**config.mk**
```make
export PLATFORM = sky130hd
export DESIGN_NAME = ccp_controller
export DESIGN_NICKNAME = d
export VERILOG_FILES = /design/src/ccp_pkg.sv /design/src/ccp_controller.sv /design/src/ccp_jtag_port.sv
export VERILOG_INCLUDE_DIRS = /design/src
export SDC_FILE = /design/constraint.sdc
export NUM_CORES = 1
export LEC_CHECK = 0
export ABC_AREA = 0
export BUFFER_PORTS_ARGS = -buffer_cell sky130_fd_sc_hd__buf_2
export CORE_MARGIN = 4
export CORE_UTILIZATION = 63
export DETAILED_ROUTE_END_ITERATION = 12
export GPL_TIMING_DRIVEN = 0
export HOLD_SLACK_MARGIN = 0.12
export PLACE_DENSITY = 0.85
export RECOVER_POWER = 50
export SETUP_SLACK_MARGIN = 0.3
export SLEW_MARGIN = 10
export SYNTH_ARGS = -nofsm -noshare
export SYNTH_HDL_FRONTEND = slang
export SYNTH_HIERARCHICAL = 1
export SYNTH_SLANG_ARGS = --single-unit
```
**constraint.sdc**
```tcl
create_clock -name ref_clk -period 6.15 [get_ports ref_clk]
set_input_delay 0.615 -clock ref_clk [delete_from_list [all_inputs] [get_ports ref_clk]]
set_output_delay 0.615 -clock ref_clk [all_outputs]
set_load 0.03 [all_outputs]
```
**src/ccp_map.svh**
```systemverilog
// Purpose: Offsets, field positions, reset values and timing counts of the configuration controller.
// Assumes: 50 MHz ref_clk; APB byte addresses with one aligned 32-bit word per register.
// Notes: Definitions only; include by bare name.
`ifndef CCP_MAP_SVH
`define CCP_MAP_SVH

// Register byte offsets.
`define CCP_OFF_CTRL 8'h00
`define CCP_OFF_STATUS 8'h04
`define CCP_OFF_ADDR 8'h08
`define CCP_OFF_WDATA 8'h0c
`define CCP_OFF_RDATA 8'h10
`define CCP_OFF_CFGLEN 8'h14

// Control register fields.
`define CCP_CTRL_RD_GO 0
`define CCP_CTRL_WR_GO 1
`define CCP_CTRL_CFG_GO 2
`define CCP_CTRL_EXT_CLK 3
`define CCP_CTRL_DIV_LSB 8
`define CCP_CTRL_DIV_MSB 15

// Status register fields.
`define CCP_STAT_POR_DONE 0
`define CCP_STAT_FL_BUSY 1
`define CCP_STAT_CFG_BUSY 2
`define CCP_STAT_CFG_DONE 3
`define CCP_STAT_STRAP_OK 4
`define CCP_STAT_PAGE_LSB 5
`define CCP_STAT_PAGE_MSB 7
`define CCP_STAT_DELAY_SEL 8
`define CCP_STAT_LINE_HIGH 9
`define CCP_STAT_TAP_RESET 10

// Reset values.
`define CCP_DIV_RESET 8'h04
`define CCP_CFGLEN_RESET 16'h0100

// Timing: reset delays in milliseconds and the clock rate in kilohertz.
`define CCP_POR_LONG_MS 100
`define CCP_POR_SHORT_MS 2
`define CCP_CLK_KHZ 50000

// Flash strobe lengths in ref_clk cycles less one, and page size as an address shift.
`define CCP_FL_RD_CYC 3'h5
`define CCP_FL_WE_CYC 3'h3
`define CCP_PAGE_SHIFT 18
`define CCP_TAP_RESET_TMS 3'h5

`endif

```
**src/ccp_pkg.sv**
```systemverilog
// Purpose: Types shared by the configuration controller.
// Assumes: Nothing beyond SystemVerilog.
// Notes: Constants live in ccp_map.svh.
package ccp_pkg;

   // Flash bus cycle sequencer states.
   typedef enum logic [1:0] {FL_IDLE, FL_READ, FL_WRITE, FL_HOLD} ccp_fl_state_t;

   // Configuration streaming states.
   typedef enum logic [2:0] {CF_IDLE, CF_FETCH, CF_WAIT, CF_SHIFT, CF_DONE} ccp_cf_state_t;

endpackage

```
**src/ccp_controller.sv**
```systemverilog
// Purpose: Configuration controller: flash bus cycles, page select, power-on delay, config clock and data.
// Assumes: 50 MHz ref_clk, synchronous active-low rst_b, APB slave with zero wait states.
// Notes: All pin inputs pass two flip-flops; flash strobes decode straight from the state register.
// How it works
// The bus owner holds flash read enable low throughout each read cycle.
// Each flash write pulses write strobe low; flash latches on its rising edge.
// The controller has no drive onto the flash write-protect input.
// Flash ready/busy is not connected; software polls status for completion.
// Flash is used in sixteen-bit word mode, byte select held high.
// Three-bit page select, bit 2 MSB, picks one of eight pages; zero default.
// An optional external clock input can source the configuration clock.
// Power-on delay lasts 100 ms with select low, 2 ms with select high.
// A four-signal JTAG port carries TDI, TDO, TCK and TMS.
// Configuration runs only with strap low at 0 and strap high at 1.
// Flash chip enable is low only during cycles; high means standby.
// The open-drain status line is held low until the delay expires.
// Configuration clock is an output; data is stable on its rising edge.
// Page select is latched at sequence start and held for the sequence.
//
// Our own choices: the placing of the registers and the APB interface to the registers.
`timescale 1ns/10ps
`include "ccp_map.svh"

module ccp_controller #(
   parameter int unsigned PorLongCycles = `CCP_POR_LONG_MS * `CCP_CLK_KHZ,
   parameter int unsigned PorShortCycles = `CCP_POR_SHORT_MS * `CCP_CLK_KHZ
) (
   // Clock and reset.
   input wire logic ref_clk,
   input wire logic rst_b,
   // APB slave.
   input wire logic psel,
   input wire logic penable,
   input wire logic pwrite,
   input wire logic [7:0] paddr,
   input wire logic [31:0] pwdata,
   output logic [31:0] prdata,
   output logic pready,
   output logic pslverr,
   // Flash bus.
   output logic [20:0] flashAddr,
   input wire logic [15:0] flashDqIn,
   output logic [15:0] flashDqOut,
   output logic flashDqOe_b,
   output logic flashCe_b,
   output logic flashOe_b,
   output logic flashWe_b,
   output logic flashByte_b,
   // Straps and selects.
   input wire logic [2:0] page_select,
   input wire logic reset_delay_select,
   input wire logic test_strap_low,
   input wire logic test_strap_high,
   input wire logic external_clock_in,
   // Open-drain status line.
   input wire logic statusIn,
   output logic statusOut,
   output logic statusOe_b,
   // Configuration output.
   output logic config_clock_out,
   output logic configData,
   // JTAG pins.
   input wire logic tck,
   input wire logic tms,
   input wire logic tdi,
   output logic tdo
);

   ////////////////////////////////////////////////////////////////////////////////////////////////
   logic [23:0] syncA_ff;
   logic [23:0] syncB_ff;
   logic extPrev_ff;
   wire logic [15:0] dqSync = syncB_ff[23:8];
   wire logic [2:0] pageSync = syncB_ff[7:5];
   wire logic extSync = syncB_ff[4];
   wire logic lineHigh = syncB_ff[3];
   wire logic delaySel = syncB_ff[2];
   wire logic strapNormal = !syncB_ff[1] && syncB_ff[0];

   // Two-stage synchronisers for every pin input.
   always_ff @(posedge ref_clk) begin
      if (!rst_b) begin
         syncA_ff <= 24'h000000;
         syncB_ff <= 24'h000000;
         extPrev_ff <= 1'b0;
      end else begin
         syncA_ff <= {flashDqIn, page_select, external_clock_in, statusIn, reset_delay_select,
                      test_strap_low, test_strap_high};
         syncB_ff <= syncA_ff;
         extPrev_ff <= extSync;
      end
   end

   ////////////////////////////////////////////////////////////////////////////////////////////////
   logic [22:0] porCnt_ff;
   logic porDone_ff;
   wire logic [22:0] porTarget = delaySel ? 23'(PorShortCycles) : 23'(PorLongCycles);

   // Power-on delay counter; the status line stays low until it expires.
   always_ff @(posedge ref_clk) begin
      if (!rst_b) begin
         porCnt_ff <= 23'h000000;
         porDone_ff <= 1'b0;
      end else if (!porDone_ff) begin
         porCnt_ff <= porCnt_ff + 23'h000001;
         porDone_ff <= (porCnt_ff + 23'h000001 >= porTarget);
      end
   end

   assign statusOut = 1'b0;
   assign statusOe_b = porDone_ff;

   ////////////////////////////////////////////////////////////////////////////////////////////////
   logic [31:0] rdMux;
   logic [31:0] prdata_ff;
   logic pslverr_ff;
   logic extClk_ff;
   logic [7:0] clkDiv_ff;
   logic [20:0] swAddr_ff;
   logic [15:0] swWdata_ff;
   logic [15:0] cfgLen_ff;
   logic swRd_ff;
   logic swWr_ff;
   logic swStart_ff;
   logic [31:0] statusWord;
   wire logic setupPh = psel && !penable;
   wire logic wrAcc = psel && penable && pwrite;
   wire logic hitCtrl = (paddr == `CCP_OFF_CTRL);
   wire logic hitStatus = (paddr == `CCP_OFF_STATUS);
   wire logic hitAddr = (paddr == `CCP_OFF_ADDR);
   wire logic hitWdata = (paddr == `CCP_OFF_WDATA);
   wire logic hitRdata = (paddr == `CCP_OFF_RDATA);
   wire logic hitLen = (paddr == `CCP_OFF_CFGLEN);
   wire logic mapped = hitCtrl || hitStatus || hitAddr || hitWdata || hitRdata || hitLen;
   wire logic ctrlWr = wrAcc && hitCtrl;

   assign pready = 1'b1;
   assign prdata = prdata_ff;
   assign pslverr = pslverr_ff;

   ////////////////////////////////////////////////////////////////////////////////////////////////
   ccp_pkg::ccp_fl_state_t flState_ff;
   ccp_pkg::ccp_cf_state_t cfState_ff;
   logic [2:0] flCnt_ff;
   logic [20:0] flashAddr_ff;
   logic [15:0] flashDqOut_ff;
   logic [15:0] rdData_ff;
   logic flDone_ff;
   logic [2:0] page_ff;
   logic [20:0] cfgAddr_ff;
   logic [15:0] cfgWord_ff;
   logic [15:0] wordsLeft_ff;
   logic [3:0] bitIdx_ff;
   logic cfgClk_ff;
   logic cfgData_ff;
   logic cfgDone_ff;
   logic autoUsed_ff;
   logic [7:0] divCnt_ff;
   logic tapResetSeen;
   wire logic flIdle = (flState_ff == ccp_pkg::FL_IDLE);
   wire logic cfgReq = (cfState_ff == ccp_pkg::CF_FETCH);
   wire logic swRdTake = flIdle && !cfgReq && swRd_ff;
   wire logic swWrTake = flIdle && !cfgReq && !swRd_ff && swWr_ff;
   wire logic autoStart = porDone_ff && lineHigh && !autoUsed_ff;
   wire logic startReq = swStart_ff || autoStart;
   wire logic cfgTake = (cfState_ff == ccp_pkg::CF_IDLE) && startReq && strapNormal && porDone_ff;
   wire logic divTick = (divCnt_ff == clkDiv_ff);
   wire logic extEdge = extSync ^ extPrev_ff;
   wire logic tick = extClk_ff ? extEdge : divTick;

   // Status word assembled from live block state.
   always_comb begin
      statusWord = 32'h00000000;
      statusWord[`CCP_STAT_POR_DONE] = porDone_ff;
      statusWord[`CCP_STAT_FL_BUSY] = !flIdle || swRd_ff || swWr_ff;
      statusWord[`CCP_STAT_CFG_BUSY] = (cfState_ff != ccp_pkg::CF_IDLE);
      statusWord[`CCP_STAT_CFG_DONE] = cfgDone_ff;
      statusWord[`CCP_STAT_STRAP_OK] = strapNormal;
      statusWord[`CCP_STAT_PAGE_MSB:`CCP_STAT_PAGE_LSB] = page_ff;
      statusWord[`CCP_STAT_DELAY_SEL] = delaySel;
      statusWord[`CCP_STAT_LINE_HIGH] = lineHigh;
      statusWord[`CCP_STAT_TAP_RESET] = tapResetSeen;
   end

   // Read data selection for the addressed register.
   assign rdMux = hitCtrl ? {16'h0000, clkDiv_ff, 4'h0, extClk_ff, 3'h0} :
                  hitStatus ? statusWord :
                  hitAddr ? {11'h000, swAddr_ff} :
                  hitWdata ? {16'h0000, swWdata_ff} :
                  hitRdata ? {16'h0000, rdData_ff} :
                  hitLen ? {16'h0000, cfgLen_ff} : 32'h00000000;

   // APB register file; read data and error are captured in the setup phase.
   always_ff @(posedge ref_clk) begin
      if (!rst_b) begin
         prdata_ff <= 32'h00000000;
         pslverr_ff <= 1'b0;
         extClk_ff <= 1'b0;
         clkDiv_ff <= `CCP_DIV_RESET;
         swAddr_ff <= 21'h000000;
         swWdata_ff <= 16'h0000;
         cfgLen_ff <= `CCP_CFGLEN_RESET;
      end else begin
         if (setupPh) begin
            prdata_ff <= rdMux;
            pslverr_ff <= !mapped;
         end
         if (ctrlWr) begin
            extClk_ff <= pwdata[`CCP_CTRL_EXT_CLK];
            clkDiv_ff <= pwdata[`CCP_CTRL_DIV_MSB:`CCP_CTRL_DIV_LSB];
         end
         if (wrAcc && hitAddr) begin
            swAddr_ff <= pwdata[20:0];
         end
         if (wrAcc && hitWdata) begin
            swWdata_ff <= pwdata[15:0];
         end
         if (wrAcc && hitLen) begin
            cfgLen_ff <= pwdata[15:0];
         end
      end
   end

   // Pending software requests; a new request wins over the clear in the same cycle.
   always_ff @(posedge ref_clk) begin
      if (!rst_b) begin
         swRd_ff <= 1'b0;
         swWr_ff <= 1'b0;
         swStart_ff <= 1'b0;
      end else begin
         swRd_ff <= (ctrlWr && pwdata[`CCP_CTRL_RD_GO]) || (swRd_ff && !swRdTake);
         swWr_ff <= (ctrlWr && pwdata[`CCP_CTRL_WR_GO]) || (swWr_ff && !swWrTake);
         swStart_ff <= (ctrlWr && pwdata[`CCP_CTRL_CFG_GO]) || (swStart_ff && !cfgTake);
      end
   end

   ////////////////////////////////////////////////////////////////////////////////////////////////
   // Flash strobes decoded from the cycle sequencer.
   assign flashAddr = flashAddr_ff;
   assign flashDqOut = flashDqOut_ff;
   assign flashCe_b = flIdle;
   assign flashOe_b = (flState_ff != ccp_pkg::FL_READ);
   assign flashWe_b = (flState_ff != ccp_pkg::FL_WRITE);
   assign flashDqOe_b = !((flState_ff == ccp_pkg::FL_WRITE) || (flState_ff == ccp_pkg::FL_HOLD));
   assign flashByte_b = 1'b1;

   // Flash cycle sequencer; configuration fetches take priority over software.
   always_ff @(posedge ref_clk) begin
      if (!rst_b) begin
         flState_ff <= ccp_pkg::FL_IDLE;
         flCnt_ff <= 3'h0;
         flashAddr_ff <= 21'h000000;
         flashDqOut_ff <= 16'h0000;
         rdData_ff <= 16'h0000;
         flDone_ff <= 1'b0;
      end else begin
         flDone_ff <= 1'b0;
         case (flState_ff)
            ccp_pkg::FL_IDLE: begin
               flCnt_ff <= 3'h0;
               if (cfgReq) begin
                  flashAddr_ff <= cfgAddr_ff;
                  flState_ff <= ccp_pkg::FL_READ;
               end else if (swRdTake) begin
                  flashAddr_ff <= swAddr_ff;
                  flState_ff <= ccp_pkg::FL_READ;
               end else if (swWrTake) begin
                  flashAddr_ff <= swAddr_ff;
                  flashDqOut_ff <= swWdata_ff;
                  flState_ff <= ccp_pkg::FL_WRITE;
               end
            end
            ccp_pkg::FL_READ: begin
               flCnt_ff <= flCnt_ff + 3'h1;
               if (flCnt_ff == `CCP_FL_RD_CYC) begin
                  rdData_ff <= dqSync;
                  flDone_ff <= 1'b1;
                  flState_ff <= ccp_pkg::FL_IDLE;
               end
            end
            ccp_pkg::FL_WRITE: begin
               flCnt_ff <= flCnt_ff + 3'h1;
               if (flCnt_ff == `CCP_FL_WE_CYC) begin
                  flState_ff <= ccp_pkg::FL_HOLD;
               end
            end
            ccp_pkg::FL_HOLD: begin
               flState_ff <= ccp_pkg::FL_IDLE;
            end
            default: begin
               flState_ff <= ccp_pkg::FL_IDLE;
            end
         endcase
      end
   end

   ////////////////////////////////////////////////////////////////////////////////////////////////
   assign config_clock_out = cfgClk_ff;
   assign configData = cfgData_ff;

   // Clock divider for the internal configuration clock source.
   always_ff @(posedge ref_clk) begin
      if (!rst_b) begin
         divCnt_ff <= 8'h00;
      end else begin
         divCnt_ff <= divTick ? 8'h00 : divCnt_ff + 8'h01;
      end
   end

   // Configuration streamer: fetch a word, shift it out LSB first, repeat.
   always_ff @(posedge ref_clk) begin
      if (!rst_b) begin
         cfState_ff <= ccp_pkg::CF_IDLE;
         page_ff <= 3'h0;
         cfgAddr_ff <= 21'h000000;
         cfgWord_ff <= 16'h0000;
         wordsLeft_ff <= 16'h0000;
         bitIdx_ff <= 4'h0;
         cfgClk_ff <= 1'b0;
         cfgData_ff <= 1'b0;
         cfgDone_ff <= 1'b0;
         autoUsed_ff <= 1'b0;
      end else begin
         if (autoStart) begin
            autoUsed_ff <= 1'b1;
         end
         case (cfState_ff)
            ccp_pkg::CF_IDLE: begin
               if (cfgTake) begin
                  page_ff <= pageSync;
                  cfgAddr_ff <= {pageSync, {`CCP_PAGE_SHIFT{1'b0}}};
                  wordsLeft_ff <= cfgLen_ff;
                  cfgDone_ff <= 1'b0;
                  cfState_ff <= (cfgLen_ff == 16'h0000) ? ccp_pkg::CF_DONE : ccp_pkg::CF_FETCH;
               end
            end
            ccp_pkg::CF_FETCH: begin
               if (flIdle) begin
                  cfState_ff <= ccp_pkg::CF_WAIT;
               end
            end
            ccp_pkg::CF_WAIT: begin
               if (flDone_ff) begin
                  cfgWord_ff <= rdData_ff;
                  cfgData_ff <= rdData_ff[0];
                  bitIdx_ff <= 4'h0;
                  cfgAddr_ff <= cfgAddr_ff + 21'h000001;
                  cfState_ff <= ccp_pkg::CF_SHIFT;
               end
            end
            ccp_pkg::CF_SHIFT: begin
               if (tick && !cfgClk_ff) begin
                  cfgClk_ff <= 1'b1;
               end else if (tick) begin
                  cfgClk_ff <= 1'b0;
                  if (bitIdx_ff != 4'hf) begin
                     bitIdx_ff <= bitIdx_ff + 4'h1;
                     cfgData_ff <= cfgWord_ff[bitIdx_ff + 4'h1];
                  end else if (wordsLeft_ff == 16'h0001) begin
                     cfState_ff <= ccp_pkg::CF_DONE;
                  end else begin
                     wordsLeft_ff <= wordsLeft_ff - 16'h0001;
                     cfState_ff <= ccp_pkg::CF_FETCH;
                  end
               end
            end
            ccp_pkg::CF_DONE: begin
               cfgDone_ff <= 1'b1;
               cfState_ff <= ccp_pkg::CF_IDLE;
            end
            default: begin
               cfState_ff <= ccp_pkg::CF_IDLE;
            end
         endcase
      end
   end

   // JTAG port, held off until the power-on delay has expired.
   ccp_jtag_port u_jtag (
      .ref_clk(ref_clk),
      .rst_b(rst_b),
      .enable(porDone_ff),
      .tckPin(tck),
      .tmsPin(tms),
      .tdiPin(tdi),
      .tdoPin(tdo),
      .tapResetSeen(tapResetSeen)
   );

   ////////////////////////////////////////////////////////////////////////////////////////////////
   // Checks kept beside the logic they guard.
   status_hold_a: assert property (@(posedge ref_clk) disable iff (!rst_b)
      !porDone_ff && (porCnt_ff + 23'h000002 < porTarget) |=> !statusOe_b)
      else $error("Status line released before the delay expired.");

   por_length_a: assert property (@(posedge ref_clk) disable iff (!rst_b)
      $rose(porDone_ff) |-> porCnt_ff == $past(porTarget))
      else $error("Power-on delay did not match the selected length.");

   read_enable_a: assert property (@(posedge ref_clk) disable iff (!rst_b)
      $rose(flState_ff == ccp_pkg::FL_READ) |-> (!flashOe_b && !flashCe_b)[*6])
      else $error("Read enable dropped inside a read cycle.");

   write_edge_a: assert property (@(posedge ref_clk) disable iff (!rst_b)
      $rose(flashWe_b) |-> !flashCe_b && !flashDqOe_b && $stable(flashDqOut) && $stable(flashAddr))
      else $error("Write strobe rose without stable address and data.");

   word_mode_a: assert property (@(posedge ref_clk) disable iff (!rst_b)
      flashByte_b)
      else $error("Byte select left word mode.");

   ce_standby_a: assert property (@(posedge ref_clk) disable iff (!rst_b)
      flashCe_b |-> flashOe_b && flashWe_b && flashDqOe_b)
      else $error("Flash strobe active while deselected.");

   page_hold_a: assert property (@(posedge ref_clk) disable iff (!rst_b)
      (cfState_ff != ccp_pkg::CF_IDLE) |=> $stable(page_ff) || $past(cfgTake))
      else $error("Page changed during a configuration sequence.");

   page_base_a: assert property (@(posedge ref_clk) disable iff (!rst_b)
      cfgTake |=> cfgAddr_ff == {$past(pageSync), {`CCP_PAGE_SHIFT{1'b0}}})
      else $error("Configuration did not start at the page base.");

   strap_block_a: assert property (@(posedge ref_clk) disable iff (!rst_b)
      (cfState_ff == ccp_pkg::CF_IDLE) && !strapNormal |=> cfState_ff == ccp_pkg::CF_IDLE)
      else $error("Configuration started with test straps set.");

   data_setup_a: assert property (@(posedge ref_clk) disable iff (!rst_b)
      $rose(config_clock_out) |-> $stable(configData))
      else $error("Configuration data moved on a rising clock.");

   ext_source_a: assert property (@(posedge ref_clk) disable iff (!rst_b)
      extClk_ff && !extEdge |=> $stable(config_clock_out))
      else $error("Configuration clock moved without an external edge.");

endmodule

```
**src/ccp_jtag_port.sv**
```systemverilog
// Purpose: Four-signal JTAG port with a one-bit bypass path, sampled on ref_clk.
// Assumes: TCK is far slower than ref_clk; all input pins pass two flip-flops first.
// Notes: The instruction set is not decoded here; only bypass and TMS reset tracking.
`timescale 1ns/10ps
`include "ccp_map.svh"

module ccp_jtag_port (
   // Clock and reset.
   input wire logic ref_clk,
   input wire logic rst_b,
   // Gate from the power-on delay.
   input wire logic enable,
   // JTAG pins.
   input wire logic tckPin,
   input wire logic tmsPin,
   input wire logic tdiPin,
   output logic tdoPin,
   // Status.
   output logic tapResetSeen
);

   logic [2:0] syncA_ff;
   logic [2:0] syncB_ff;
   logic tckPrev_ff;
   logic bypass_ff;
   logic tdo_ff;
   logic [2:0] tmsHigh_ff;
   wire logic tckRise;
   wire logic tckFall;

   // Edges of the synchronised test clock.
   assign tckRise = syncB_ff[0] && !tckPrev_ff;
   assign tckFall = !syncB_ff[0] && tckPrev_ff;
   assign tdoPin = tdo_ff;
   assign tapResetSeen = (tmsHigh_ff == `CCP_TAP_RESET_TMS);

   // Synchronisers, bypass capture on TCK rise and TDO update on TCK fall.
   always_ff @(posedge ref_clk) begin
      if (!rst_b) begin
         syncA_ff <= 3'h0;
         syncB_ff <= 3'h0;
         tckPrev_ff <= 1'b0;
         bypass_ff <= 1'b0;
         tdo_ff <= 1'b0;
         tmsHigh_ff <= 3'h0;
      end else begin
         syncA_ff <= {tdiPin, tmsPin, tckPin};
         syncB_ff <= syncA_ff;
         tckPrev_ff <= syncB_ff[0];
         if (enable && tckRise) begin
            bypass_ff <= syncB_ff[2];
            if (!syncB_ff[1]) begin
               tmsHigh_ff <= 3'h0;
            end else if (tmsHigh_ff != `CCP_TAP_RESET_TMS) begin
               tmsHigh_ff <= tmsHigh_ff + 3'h1;
            end
         end
         if (enable && tckFall) begin
            tdo_ff <= bypass_ff;
         end
      end
   end

   // TDO moves only just after a falling test clock edge.
   tdo_timing_a: assert property (@(posedge ref_clk) disable iff (!rst_b)
      $changed(tdoPin) |-> $past(tckFall) && $past(enable))
      else $error("TDO changed without a falling TCK.");

   // The bypass bit takes TDI on a rising test clock edge.
   bypass_path_a: assert property (@(posedge ref_clk) disable iff (!rst_b)
      enable && tckRise |=> bypass_ff == $past(syncB_ff[2]))
      else $error("Bypass bit did not capture TDI.");

endmodule

```
==> results of run 1 <==
worst paths after layout:
kind	start	end	slack, ps	depth (start not counted)
worst max-delay path	porCnt_ff[4]$_SDFFE_PN0N_	statusOe_b$_SDFF_PN0_	2910	10
worst min-delay path	test_strap_high	syncA_ff[0]$_SDFF_PN0_	260	2
worst max register to register	porCnt_ff[4]$_SDFFE_PN0N_	statusOe_b$_SDFF_PN0_	2910	10
worst min register to register	syncA_ff[3]$_SDFF_PN0_	syncB_ff[3]$_SDFF_PN0_	430	1
report_power, final:
| group | internal, mW | total [mW] | leakage, nW | switching (mW) |
|---|---|---|---|---|
| combinational | 0.195 | 0.693 | 2.61 | 0.498 |
| sequential | 2.07 | 2.13 | 2.48 | 0.0551 |
| clock | 1.18 | 1.97 | 0.533 | 0.790 |
| total | 3.45 | 4.79 | 5.63 | 1.34 |
worst max-delay path, cell delays in order (launching register included):
cell and delay [ps]:
dfxtp_1 460, nand4_1 360, nor3_1 590, nand3_1 160, xnor2_1 190, ha_1 260
and3_1 160, and3_1 210, a221o_1 320, a22oi_1 190, a21bo_1 220
cell usage in the layout (no fill, tap or decap), drive strengths merged, types with 8 or more instances in the layout:
| cell type | count |
|---|---|
| ha | 28 |
| inv | 22 |
| a22oi | 14 |
| nand4 | 21 |
| nor4 | 11 |
| clkbuf | 202 |
| nor2b | 13 |
| and2 | 71 |
| and3 | 15 |
| o22ai | 9 |
| o31ai | 8 |
| o211ai | 13 |
| nor3 | 25 |
| xnor2 | 32 |
| xor2 | 26 |
| a21boi | 37 |
| o21ai | 49 |
| mux2i | 35 |
| nor2 | 148 |
| nand3 | 41 |
| a311oi | 22 |
| a21oi | 122 |
| conb | 14 |
| dfxtp | 306 |
| clkinv | 10 |
| or3 | 15 |
| nand2 | 362 |
| buf | 80 |
routing by layer:
layer | global-route usage (%) | wire length (µm) | vias to the layer above
met5 | 0 | 0 | -
met4 | 15.3 | 2280 | 0
met3 | 5.85 | 3920 | 159
met2 | 53.6 | 18500 | 664
met1 | 42.8 | 16400 | 5878
li1 | - | - | 5966
final cells by class:
class | instances | area [µm²] | area share [%]
multi-input combinational | 1218 | 6870 | 44.2
sequential | 306 | 6130 | 39.4
clock buffer | 38 | 842 | 5.42
timing repair buffer | 125 | 547 | 3.52
buffer | 119 | 503 | 3.24
tap | 275 | 344 | 2.22
clock inverter | 18 | 225 | 1.45
inverter | 20 | 75.1 | 0.483
registers in the layout, indices dropped and copies added, names as in the netlist, 21 cells and up:
signal	cells
cfgAddr_ff	21
flashAddr	21
prdata	21
swAddr_ff	21
syncB_ff	24
porCnt_ff	23
syncA_ff	24
cell families after synthesis:
group | share of synthesized area (%)
multiplexers | 3.42
AO/OA/AOI/OAI | 15.5
flip-flops | 45.2
XOR/XNOR | 3.75
AND/OR/NAND/NOR | 25.2
other | 0.0554
adder cells (fa/ha/maj) | 2.59
buffers and inverters | 4.28
==> summary.md, run 1 <==
| Metric | Value |
|---|---|
| Most frequent cell after synthesis | nand2_1 |
| Core box area | 21100 µm² |
| Share of cells above drive strength 1 | 8.30% |
| Primary FF master, synth | dfxtp_1 |
| CP Capture Type | register |
| Worst Setup Slack, final | 2910 ps |
| Min Clock Period, post-route | 3240 ps |
| Area grow syn2layout | 14.7% |
| Die area | 23900 µm² |
| Post-synth ARST share | 0% |
| Cell Count, Final, Fillers Out | 2119 |
| Postcts setup bufs | 0 |
| Final Util | 73.7% |
| Final hold violation count | 0 |
| Overall routing resource usage | 33.0% |
| First-pass DRT Iterations | 6 |
| PwrDens | 308 nW/µm² |
| Unrepaired setup endpoints after global routing | no |
| Initial antenna violation count | 0 |
| Drt initial violations | 1199 |
| Highest clock rate | 0.309 GHz |
| #FFs+latches synth | 306 |
| Slew Viols, Final | 0 |
| Post-placement cell count | 2063 |
| Setup TNS | 0 ps |
| Post-DP Area | 14600 µm² |
| CP Launch Type | register |
| Die height | 155 µm |
| Via total after detailed routing | 12700 |
| CTS H-Tree Depth | 1 |
| Pin count of the biggest net entering global routing | 16 |
| Critical path arrival | 3690 ps |
| # DRC | 0 |
| # rows | 53 |
| Max clock buf depth | 3 |
| Sequential fraction of the synthesis area | 45.2% |
| Post-synth top area share | 45.2% |
| Setup WS pre-CTS | 2960 ps |
| Via density | 5.98 |
| CP max FO | 8 |
| Post-synthesis cell type count | 69 |
| Number of buffers created by CTS | 31 |
| Wire length per cell | 19.4 µm |
| Nets | 1921 |
| # fillers | 1677 |
| Hpwl dp | 30.3 mm |
| Root Buffer | clkbuf_16 |
| Critical Path RT | 6600 ps |
| Min Hold Slack | 260 ps |
| First-pass GRT wire length | 63.5 mm |
| Setup violators final | 0 |
| Die X | 155 µm |
| Synth area leaders | dfxtp_1 45%, nand2_1 10%, a21oi_1 4.5%, nor2_1 4.1%, and2_1 3.2% |
| WS Path Type | register to register |
| Port bufs | 125 |
| CTS tree | built |
| Antenna viol nets, final | 0 |
| Worst relative slew slack | 26.9% |
| GR Overflow Total | 0 |
| EDFF count, synth | 0 |
| Post-Syn Area per Cell | 8.21 µm² |
| Gpl congestion | 0.990 |
| Synthesized cell area | 13500 µm² |
| IO Count | 153 |
| N_diodes | 0 |
| Post-cts sizing count | 0 |
| Total wire length | 41.1 mm |
| Initial Util | 64.2% |
| Worst-Skew Late Latency | 560 ps |
| Maximum VDD drop | 0.232 mV |
| Cts hold-fix bufs | 0 |
| Worst clock skew | 21.6 ps |
| Worst Tran Pin Value | 1090 ps |
| Clock-pin slew on the worst setup and hold paths | 60 ps |
| Final Cell Area | 15500 µm² |
| Worst min-delay path class | primary input to register |
| Fin crit share | 52.7% |
| Synth area leader | dfxtp_1 |
| Status | complete, no violations |
| P_leak | 5.63 nW |
| YS warnings | 6 |
| Synth top cells by count | 362 x nand2_1, 306 x dfxtp_1, 148 x nor2_1, 122 x a21oi_1, 100 x clkbuf_1 |
| Synthesized instance count | 1651 |
| Vias in the first global route | 11900 |
| MaxCap Viol Count | 0 |
| Sink Count | 306 |
| Tot Pwr | 4.79 mW |
Power figures use the tool's default switching activity.
==> inputs of run 2 (changes only) <==
CORE_UTILIZATION = 53   (was 63)
PLACE_DENSITY = 0.76   (was 0.85)
clock period = 2.75 ns   (was 6.15 ns; I/O delays follow)
==> run 2 against run 1 <==
First-iteration DRC count fell by 1.3%. Maximum frequency rose by 20%. Sequential cell count did not move.
==> summary.md, run 2 (synthesis gave the netlist of run 1 again) <==
| Metric | Value |
|---|---|
| Die area | 28200 µm² (was 23900 µm²) |
| Clock power frac | 40.7% (was 41.1%) |
| IO Count | 153 (unchanged) |
| CTS tree | built (unchanged) |
| Root Buffer | clkbuf_16 (unchanged) |
| # fillers | 2131 (was 1677) |
| WS Path Type | register to register (unchanged) |
| Final hold violation count | 0 (unchanged) |
| Port bufs | 125 (unchanged) |
| CP peak stage delay | 380 ps (was 590 ps) |
| Post-placement cell count | 2118 (was 2063) |
| Worst Setup Slack, final | 54.5 ps (was 2910 ps) |
| Cell Count, Final, Fillers Out | 2235 (was 2119) |
| Core box area | 25200 µm² (was 21100 µm²) |
| Die height | 168 µm (was 155 µm) |
| Final Util | 65.3% (was 73.7%) |
| Worst clock skew | 10.6 ps (was 21.6 ps) |
| Worst-Skew Late Latency | 560 ps (about the same) |
| Antenna viol nets, final | 0 (unchanged) |
| Critical Path RT | 3210 ps (was 6600 ps) |
| Worst min-delay path class | primary input to register (unchanged) |
| Min Hold Slack | 169 ps (was 260 ps) |
| PwrDens | 654 nW/µm² (was 308 nW/µm²) |
| Initial Util | 53.8% (was 64.2%) |
| Vias in the first global route | 12100 (was 11900) |
| Pin count of the biggest net entering global routing | 15 (was 16) |
| Status | complete, no violations (unchanged) |
| Worst Tran Pin Value | 1150 ps (was 1090 ps) |
| # DRC | 0 (unchanged) |
| Overall routing resource usage | 29.0% (was 33.0%) |
| Int Pwr | 7.75 mW (was 3.45 mW) |
| Psw | 3.01 mW (was 1.34 mW) |
| # rows | 58 (was 53) |
| Gpl congestion | 0.998 (was 0.990) |
| MaxCap Viol Count | 0 (unchanged) |
| GR Overflow Total | 0 (unchanged) |
| Total wire length | 42.5 mm (was 41.1 mm) |
| Drt initial violations | 1183 (was 1199) |
| First-pass DRT Iterations | 5 (was 6) |
| Number of buffers created by CTS | 31 (unchanged) |
| Via density | 5.70 (was 5.98) |
| CP max FO | 4 (was 8) |
| Share of cells above drive strength 1 | 11.2% (was 8.30%) |
| Multi-input logic area | 7080 µm² (was 6870 µm²) |
| First-pass GRT wire length | 66.0 mm (was 63.5 mm) |
| Flop pwr share | 44.2% (was 44.4%) |
| CP top delay family | simple AND/OR/NAND/NOR gates (unchanged) |
| Critical path arrival | 3150 ps (was 3690 ps) |
| Combinational share of power | 15.1% (was 14.5%) |
| Setup violators final | 0 (unchanged) |
| Die X | 168 µm (was 155 µm) |
| Initial antenna violation count | 0 (unchanged) |
| Slew Viols, Final | 0 (unchanged) |
| Tot Pwr | 10.8 mW (was 4.79 mW) |
| Fin crit share | 98.0% (was 52.7%) |
| Unrepaired setup endpoints after global routing | yes (was no) |
| Max clock buf depth | 3 (unchanged) |
| Register area | 6160 µm² (was 6130 µm²) |
| Area grow syn2layout | 21.4% (was 14.7%) |
| Wire length per cell | 19.0 µm (was 19.4 µm) |
| Nets | 1983 (was 1921) |
| Largest regs | syncA_ff: 24 flops, syncB_ff: 24 flops, porCnt_ff: 23 flops (unchanged) |
| Commonest non-fill, non-tap cells in the layout | 361 x nand2_1, 290 x dfxtp_1, 164 x clkbuf_1 (was 362 x nand2_1, 306 x dfxtp_1, 167 x clkbuf_1) |
| Commonest non-fill, non-tap cell in the layout | nand2_1 (unchanged) |
| Min Clock Period, post-route | 2700 ps (was 3240 ps) |
| CP bufs+invs | 0 (unchanged) |
| Sink Count | 306 (unchanged) |
| CP cell instances | ha_4, nand4_1, nor2_4, nand4_1, xnor2_1, ha_1, and3_4, and3_4, a221o_1, a22oi_1, a21bo_1 (was nand4_1, nor3_1, nand3_1, xnor2_1, ha_1, and3_1, and3_1, a221o_1, a22oi_1, a21bo_1) |
| Highest clock rate | 0.371 GHz (was 0.309 GHz) |
| Maximum VDD drop | 0.573 mV (was 0.232 mV) |
| N_diodes | 0 (unchanged) |
| CP Launch Type | register (unchanged) |
| Setup WS pre-CTS | -207 ps (was 2960 ps) |
| Worst relative slew slack | 22.8% (was 26.9%) |
| P_leak | 5.98 nW (was 5.63 nW) |
| CTS H-Tree Depth | 1 (unchanged) |
| Via total after detailed routing | 12700 (about the same) |
| Hpwl dp | 31.2 mm (was 30.3 mm) |
| CP Capture Type | register (unchanged) |
| Switching share of power | 27.9% (was 28.0%) |
| Critical Path Slowest Stage Cell | dfxtp_4 (was nor3_1) |
| Clock-pin slew on the worst setup and hold paths | 60 ps (about the same) |
[run 2: final cells by class]
| type | count | area share (%) |
|---|---|---|
| Timing Repair Buffer | 187 | 6.87 |
| Tap cell | 330 | 2.51 |
| Sequential cell | 306 | 37.4 |
| Multi-Input combinational cell | 1218 | 43.0 |
| Clock inverter | 9 | 0.913 |
| Clock buffer | 46 | 5.49 |
| Buffer | 119 | 3.29 |
| Inverter | 20 | 0.456 |
[run 2: final timing paths]
check | from | depth (start not counted) | slack (ps) | end
worst min-delay path | penable | 5 | 170 | prdata[2]$_SDFFE_PN0P_
worst min register to register | syncA_ff[8]$_SDFF_PN0_ | 1 | 430 | syncB_ff[8]$_SDFF_PN0_
worst max-delay path | porCnt_ff[0]$_SDFFE_PN0N_ | 11 | 50 | statusOe_b$_SDFF_PN0_
worst max register to register | porCnt_ff[0]$_SDFFE_PN0N_ | 11 | 50 | statusOe_b$_SDFF_PN0_
[run 2: what timing repair did]
item,CTS,global route
gates resized for setup,32,42
hold buffers,49,0
endpoints found under the hold margin,89,0
setup endpoints to repair,73,52
buffers inserted,6,7
pin swaps,5,14
[run 2: worst register-to-register path: cells and delay by family (launching register included)]
family / cells / cell delay [ps]
AND/OR/NAND/NOR: 5 / 860
flip-flops: 1 / 380
XOR/XNOR: 1 / 220
AO/OA/AOI/OAI: 3 / 700
adder cells (fa/ha/maj): 2 / 430
[run 2: through the flow]
stage                     instance area, µm²  TNS [ps]
after detailed placement               14700     -1640
after CTS                              16400         0
after global placement                 14700     -2150
after floorplan                        13600         0
final                                  16400         0
after global routing                   16400     -13.2
[run 2: metal layers]
layer	vias to the layer above	wire [µm]	share of wire [%]	track usage (%)
met5	-	0	0	0
met4	0	2320	5.5	13.1
met3	144	3480	8.2	4.53
met2	564	19000	45	46.6
met1	5951	17800	42	38.6
li1	6086	-	-	-
[run 2: power by group through the flow]
stage / clock [mW] / combinational, mW / sequential (mW)
floorplan: 0 / 0.836 / 5.06
global placement: 0 / 1.53 / 4.84
detailed placement: 0 / 1.55 / 4.85
CTS: 4.40 / 1.62 / 4.75
global route: 4.60 / 1.75 / 4.78
finish: 4.38 / 1.62 / 4.76
==> inputs of run 3 (changes only) <==
clock period = 2.35 ns   (was 2.75 ns; I/O delays follow)
==> run 3 against run 2 <==
The run now ends with setup timing left. Global-route usage increased by 0.20 points. Worst hold slack better by 47 ps. Clock power up 14%. Combinational power is 25% higher. Non-clock buffer count increased by 24. Critical path depth is the same. First-iteration DRC count rose by 11%. Total power up 17%. Wire length is 3.5% higher. Final area rose by 3.2%.
==> summary.md, run 3 (synthesis gave the netlist of run 1 again) <==
| Metric | Value |
|---|---|
| Clock-pin slew on the worst setup and hold paths | 60 ps (about the same) |
| DR top layer | met4 (unchanged) |
| Area grow syn2layout | 25.3% (was 21.4%) |
| Commonest non-fill, non-tap cell in the layout | nand2_1 (unchanged) |
| CP Capture Type | register (unchanged) |
| Reg-to-reg endpoint | statusOe_b$_SDFF_PN0_ (unchanged) |
| CTS H-Tree Depth | 1 (unchanged) |
| Antenna viol nets, final | 0 (unchanged) |
| N_diodes | 0 (unchanged) |
| Worst clock skew | 11.3 ps (was 10.6 ps) |
| Share of cells above drive strength 1 | 16.2% (was 11.2%) |
| Worst Tran Pin Value | 1100 ps (was 1150 ps) |
| CTS tree | built (unchanged) |
| Highest clock rate | 0.370 GHz (was 0.371 GHz) |
| Tot Pwr | 12.6 mW (was 10.8 mW) |
| Die X | 168 µm (unchanged) |
| Setup TNS | -787 ps (was 0 ps) |
| Hold EP | prdata[2]$_SDFFE_PN0P_ (unchanged) |
| Die area | 28200 µm² (unchanged) |
| Hold depth | 5 (unchanged) |
| Worst-Skew Late Latency | 570 ps (was 560 ps) |
| Worst min-delay path class | primary input to register (unchanged) |
| P_leak | 6.25 nW (was 5.98 nW) |
| Number of buffers created by CTS | 31 (unchanged) |
| # fillers | 2051 (was 2131) |
| Min Hold Slack | 216 ps (was 169 ps) |
| Overall routing resource usage | 29.2% (was 29.0%) |
| Failing checks | setup timing |
| Port bufs | 125 (unchanged) |
| CP Launch Type | register (unchanged) |
| Pin count of the biggest net entering global routing | 15 (unchanged) |
| Gpl congestion | 1.01 (was 0.998) |
| Core box area | 25200 µm² (unchanged) |
| MaxCap Viol Count | 0 (unchanged) |
| Via density | 5.79 (was 5.70) |
| # DRC | 0 (unchanged) |
| Unrepaired setup endpoints after global routing | yes (unchanged) |
| Min-delay src | penable (unchanged) |
| IO Count | 153 (unchanged) |
| Final Util | 67.4% (was 65.3%) |
| Setup violators final | 4 (was 0) |
| First-pass DRT Iterations | 6 (was 5) |
| Sink Count | 306 (unchanged) |
| CP max FO | 3 (was 4) |
| Total wire length | 44.0 mm (was 42.5 mm) |
| GR Overflow Total | 0 (unchanged) |
| Routed wl met3 | 3.58 mm (was 3.48 mm) |
| Vias in the first global route | 12000 (was 12100) |
| Final hold violation count | 0 (unchanged) |
| Initial antenna violation count | 0 (unchanged) |
| Hpwl dp | 31.3 mm (was 31.2 mm) |
| Via total after detailed routing | 13100 (was 12700) |
| Maximum VDD drop | 0.823 mV (was 0.573 mV) |
| Critical Path Slowest Stage Cell | or3_4 (was dfxtp_4) |
| CP peak stage delay | 420 ps (was 380 ps) |
| Critical Path RT | 2810 ps (was 3210 ps) |
| CP top delay family | simple AND/OR/NAND/NOR gates (unchanged) |
| Status | complete, but fails checks (was complete, no violations) |
| Wire length per cell | 19.5 µm (was 19.0 µm) |
| Commonest non-fill, non-tap cells in the layout | 361 x nand2_1, 269 x dfxtp_1, 141 x nor2_1 (was 361 x nand2_1, 290 x dfxtp_1, 164 x clkbuf_1) |
| Worst Setup Slack, final | -351 ps (was 54.5 ps) |
| M1 wire length | 18.2 mm (was 17.8 mm) |
| Wire length on met2 | 20.0 mm (was 19.0 mm) |
| Drt initial violations | 1319 (was 1183) |
| Slew Viols, Final | 0 (unchanged) |
| First-pass GRT wire length | 66.1 mm (was 66.0 mm) |
| Nets | 2007 (was 1983) |
| R2R cell count | 11 (unchanged) |
| # rows | 58 (unchanged) |
| Die height | 168 µm (unchanged) |
| Root Buffer | clkbuf_16 (unchanged) |
| PwrDens | 741 nW/µm² (was 654 nW/µm²) |
| CP bufs+invs | 0 (unchanged) |
| Worst flop-to-flop path startpoint | porCnt_ff[16]$_SDFFE_PN0N_ (was porCnt_ff[0]$_SDFFE_PN0N_) |
| R2r setup slk | -350 ps (was 50 ps) |
| Max clock buf depth | 3 (unchanged) |
| Critical path arrival | 3160 ps (was 3150 ps) |
| Largest regs | syncA_ff: 24 flops, syncB_ff: 24 flops, porCnt_ff: 23 flops (unchanged) |
| Initial Util | 53.8% (unchanged) |
| Worst relative slew slack | 25.8% (was 22.8%) |
| Fin crit share | 115% (was 98.0%) |
| CP cell instances | nand2_1, or3_4, nor2_4, nand4_1, nor2_1, xor2_1, ha_1, and3_4, and3_1, a22oi_2, a21bo_1 (was ha_4, nand4_1, nor2_4, nand4_1, xnor2_1, ha_1, and3_4, and3_4, a221o_1, a22oi_1, a21bo_1) |
| Min Clock Period, post-route | 2700 ps (about the same) |
| WS Path Type | register to register (unchanged) |
==> run 3: cell types whose count changed in the layout (fill, tap and decap cells not counted), sizes merged <==
cell    before  now
buf         92  127
clkbuf     211  200
bufinv       4    2
clkinv       3    5
==> run 3: per-layer routing <==
metal | up-vias | track usage (%)
met5 | - | 0
met4 | 0 | 12.5
met3 | 139 | 4.32
met2 | 624 | 47.7
met1 | 6198 | 38.6
li1 | 6127 | -
==> run 3: area by class of cell <==
cell class              count  area (µm²)  area share, %
clock inverters             9         100          0.590
plain buffers             119         629           3.71
multi-input cells        1218        7290           42.9
flip-flops and latches    306        6200           36.5
well taps                 330         413           2.43
repair buffers            211        1350           7.96
inverters                  20        75.1          0.442
clock buffers              46         923           5.44
==> run 3: worst max path at each step <==
| stage | cells after the start | end | start | slack [ps] |
|---|---|---|---|---|
| floorplan | 12 | statusOe_b$_SDFF_PN0_ | porCnt_ff[9]$_SDFFE_PN0N_ | -210 |
| global placement | 10 | statusOe_b$_SDFF_PN0_ | porCnt_ff[4]$_SDFFE_PN0N_ | -570 |
| detailed placement | 10 | statusOe_b$_SDFF_PN0_ | porCnt_ff[4]$_SDFFE_PN0N_ | -600 |
| CTS | 12 | statusOe_b$_SDFF_PN0_ | porCnt_ff[9]$_SDFFE_PN0N_ | -270 |
| global route | 11 | statusOe_b$_SDFF_PN0_ | porCnt_ff[1]$_SDFFE_PN0N_ | -480 |
| finish | 11 | statusOe_b$_SDFF_PN0_ | porCnt_ff[16]$_SDFFE_PN0N_ | -350 |
==> run 3: what timing repair did <==
action | 4_1_cts | 5_1_grt
resized for setup | 93 | 88
endpoints found under the setup margin | 115 | 125
cloned | 0 | 1
hold endpoints to repair | 93 | 0
pin swaps | 15 | 19
setup buffers | 16 | 20
hold buffers | 49 | 0
==> run 3: report_power, final <==
part | total (mW) | switching, mW | internal, mW
Clock | 4.99 | 2.08 | 2.92
Combinational | 2.02 | 1.37 | 0.650
Sequential | 5.56 | 0.148 | 5.41
==> run 3: tightest hold or removal path, cell delays in order <==
cell      delay, ps
buf_2            90
nor2b_1         110
o221ai_1        120
o21ai_0          90
nor2_1           90
==> run 3: through the flow <==
stage	cells	worst slack [ps]	instance area, µm²
2_1_floorplan	1663	-206	13700
3_5_place_dp	2118	-602	14700
5_1_grt	2259	-481	17000
6_report	2259	-351	17000
4_1_cts	2238	-269	16600
3_3_place_gp	2118	-569	14700
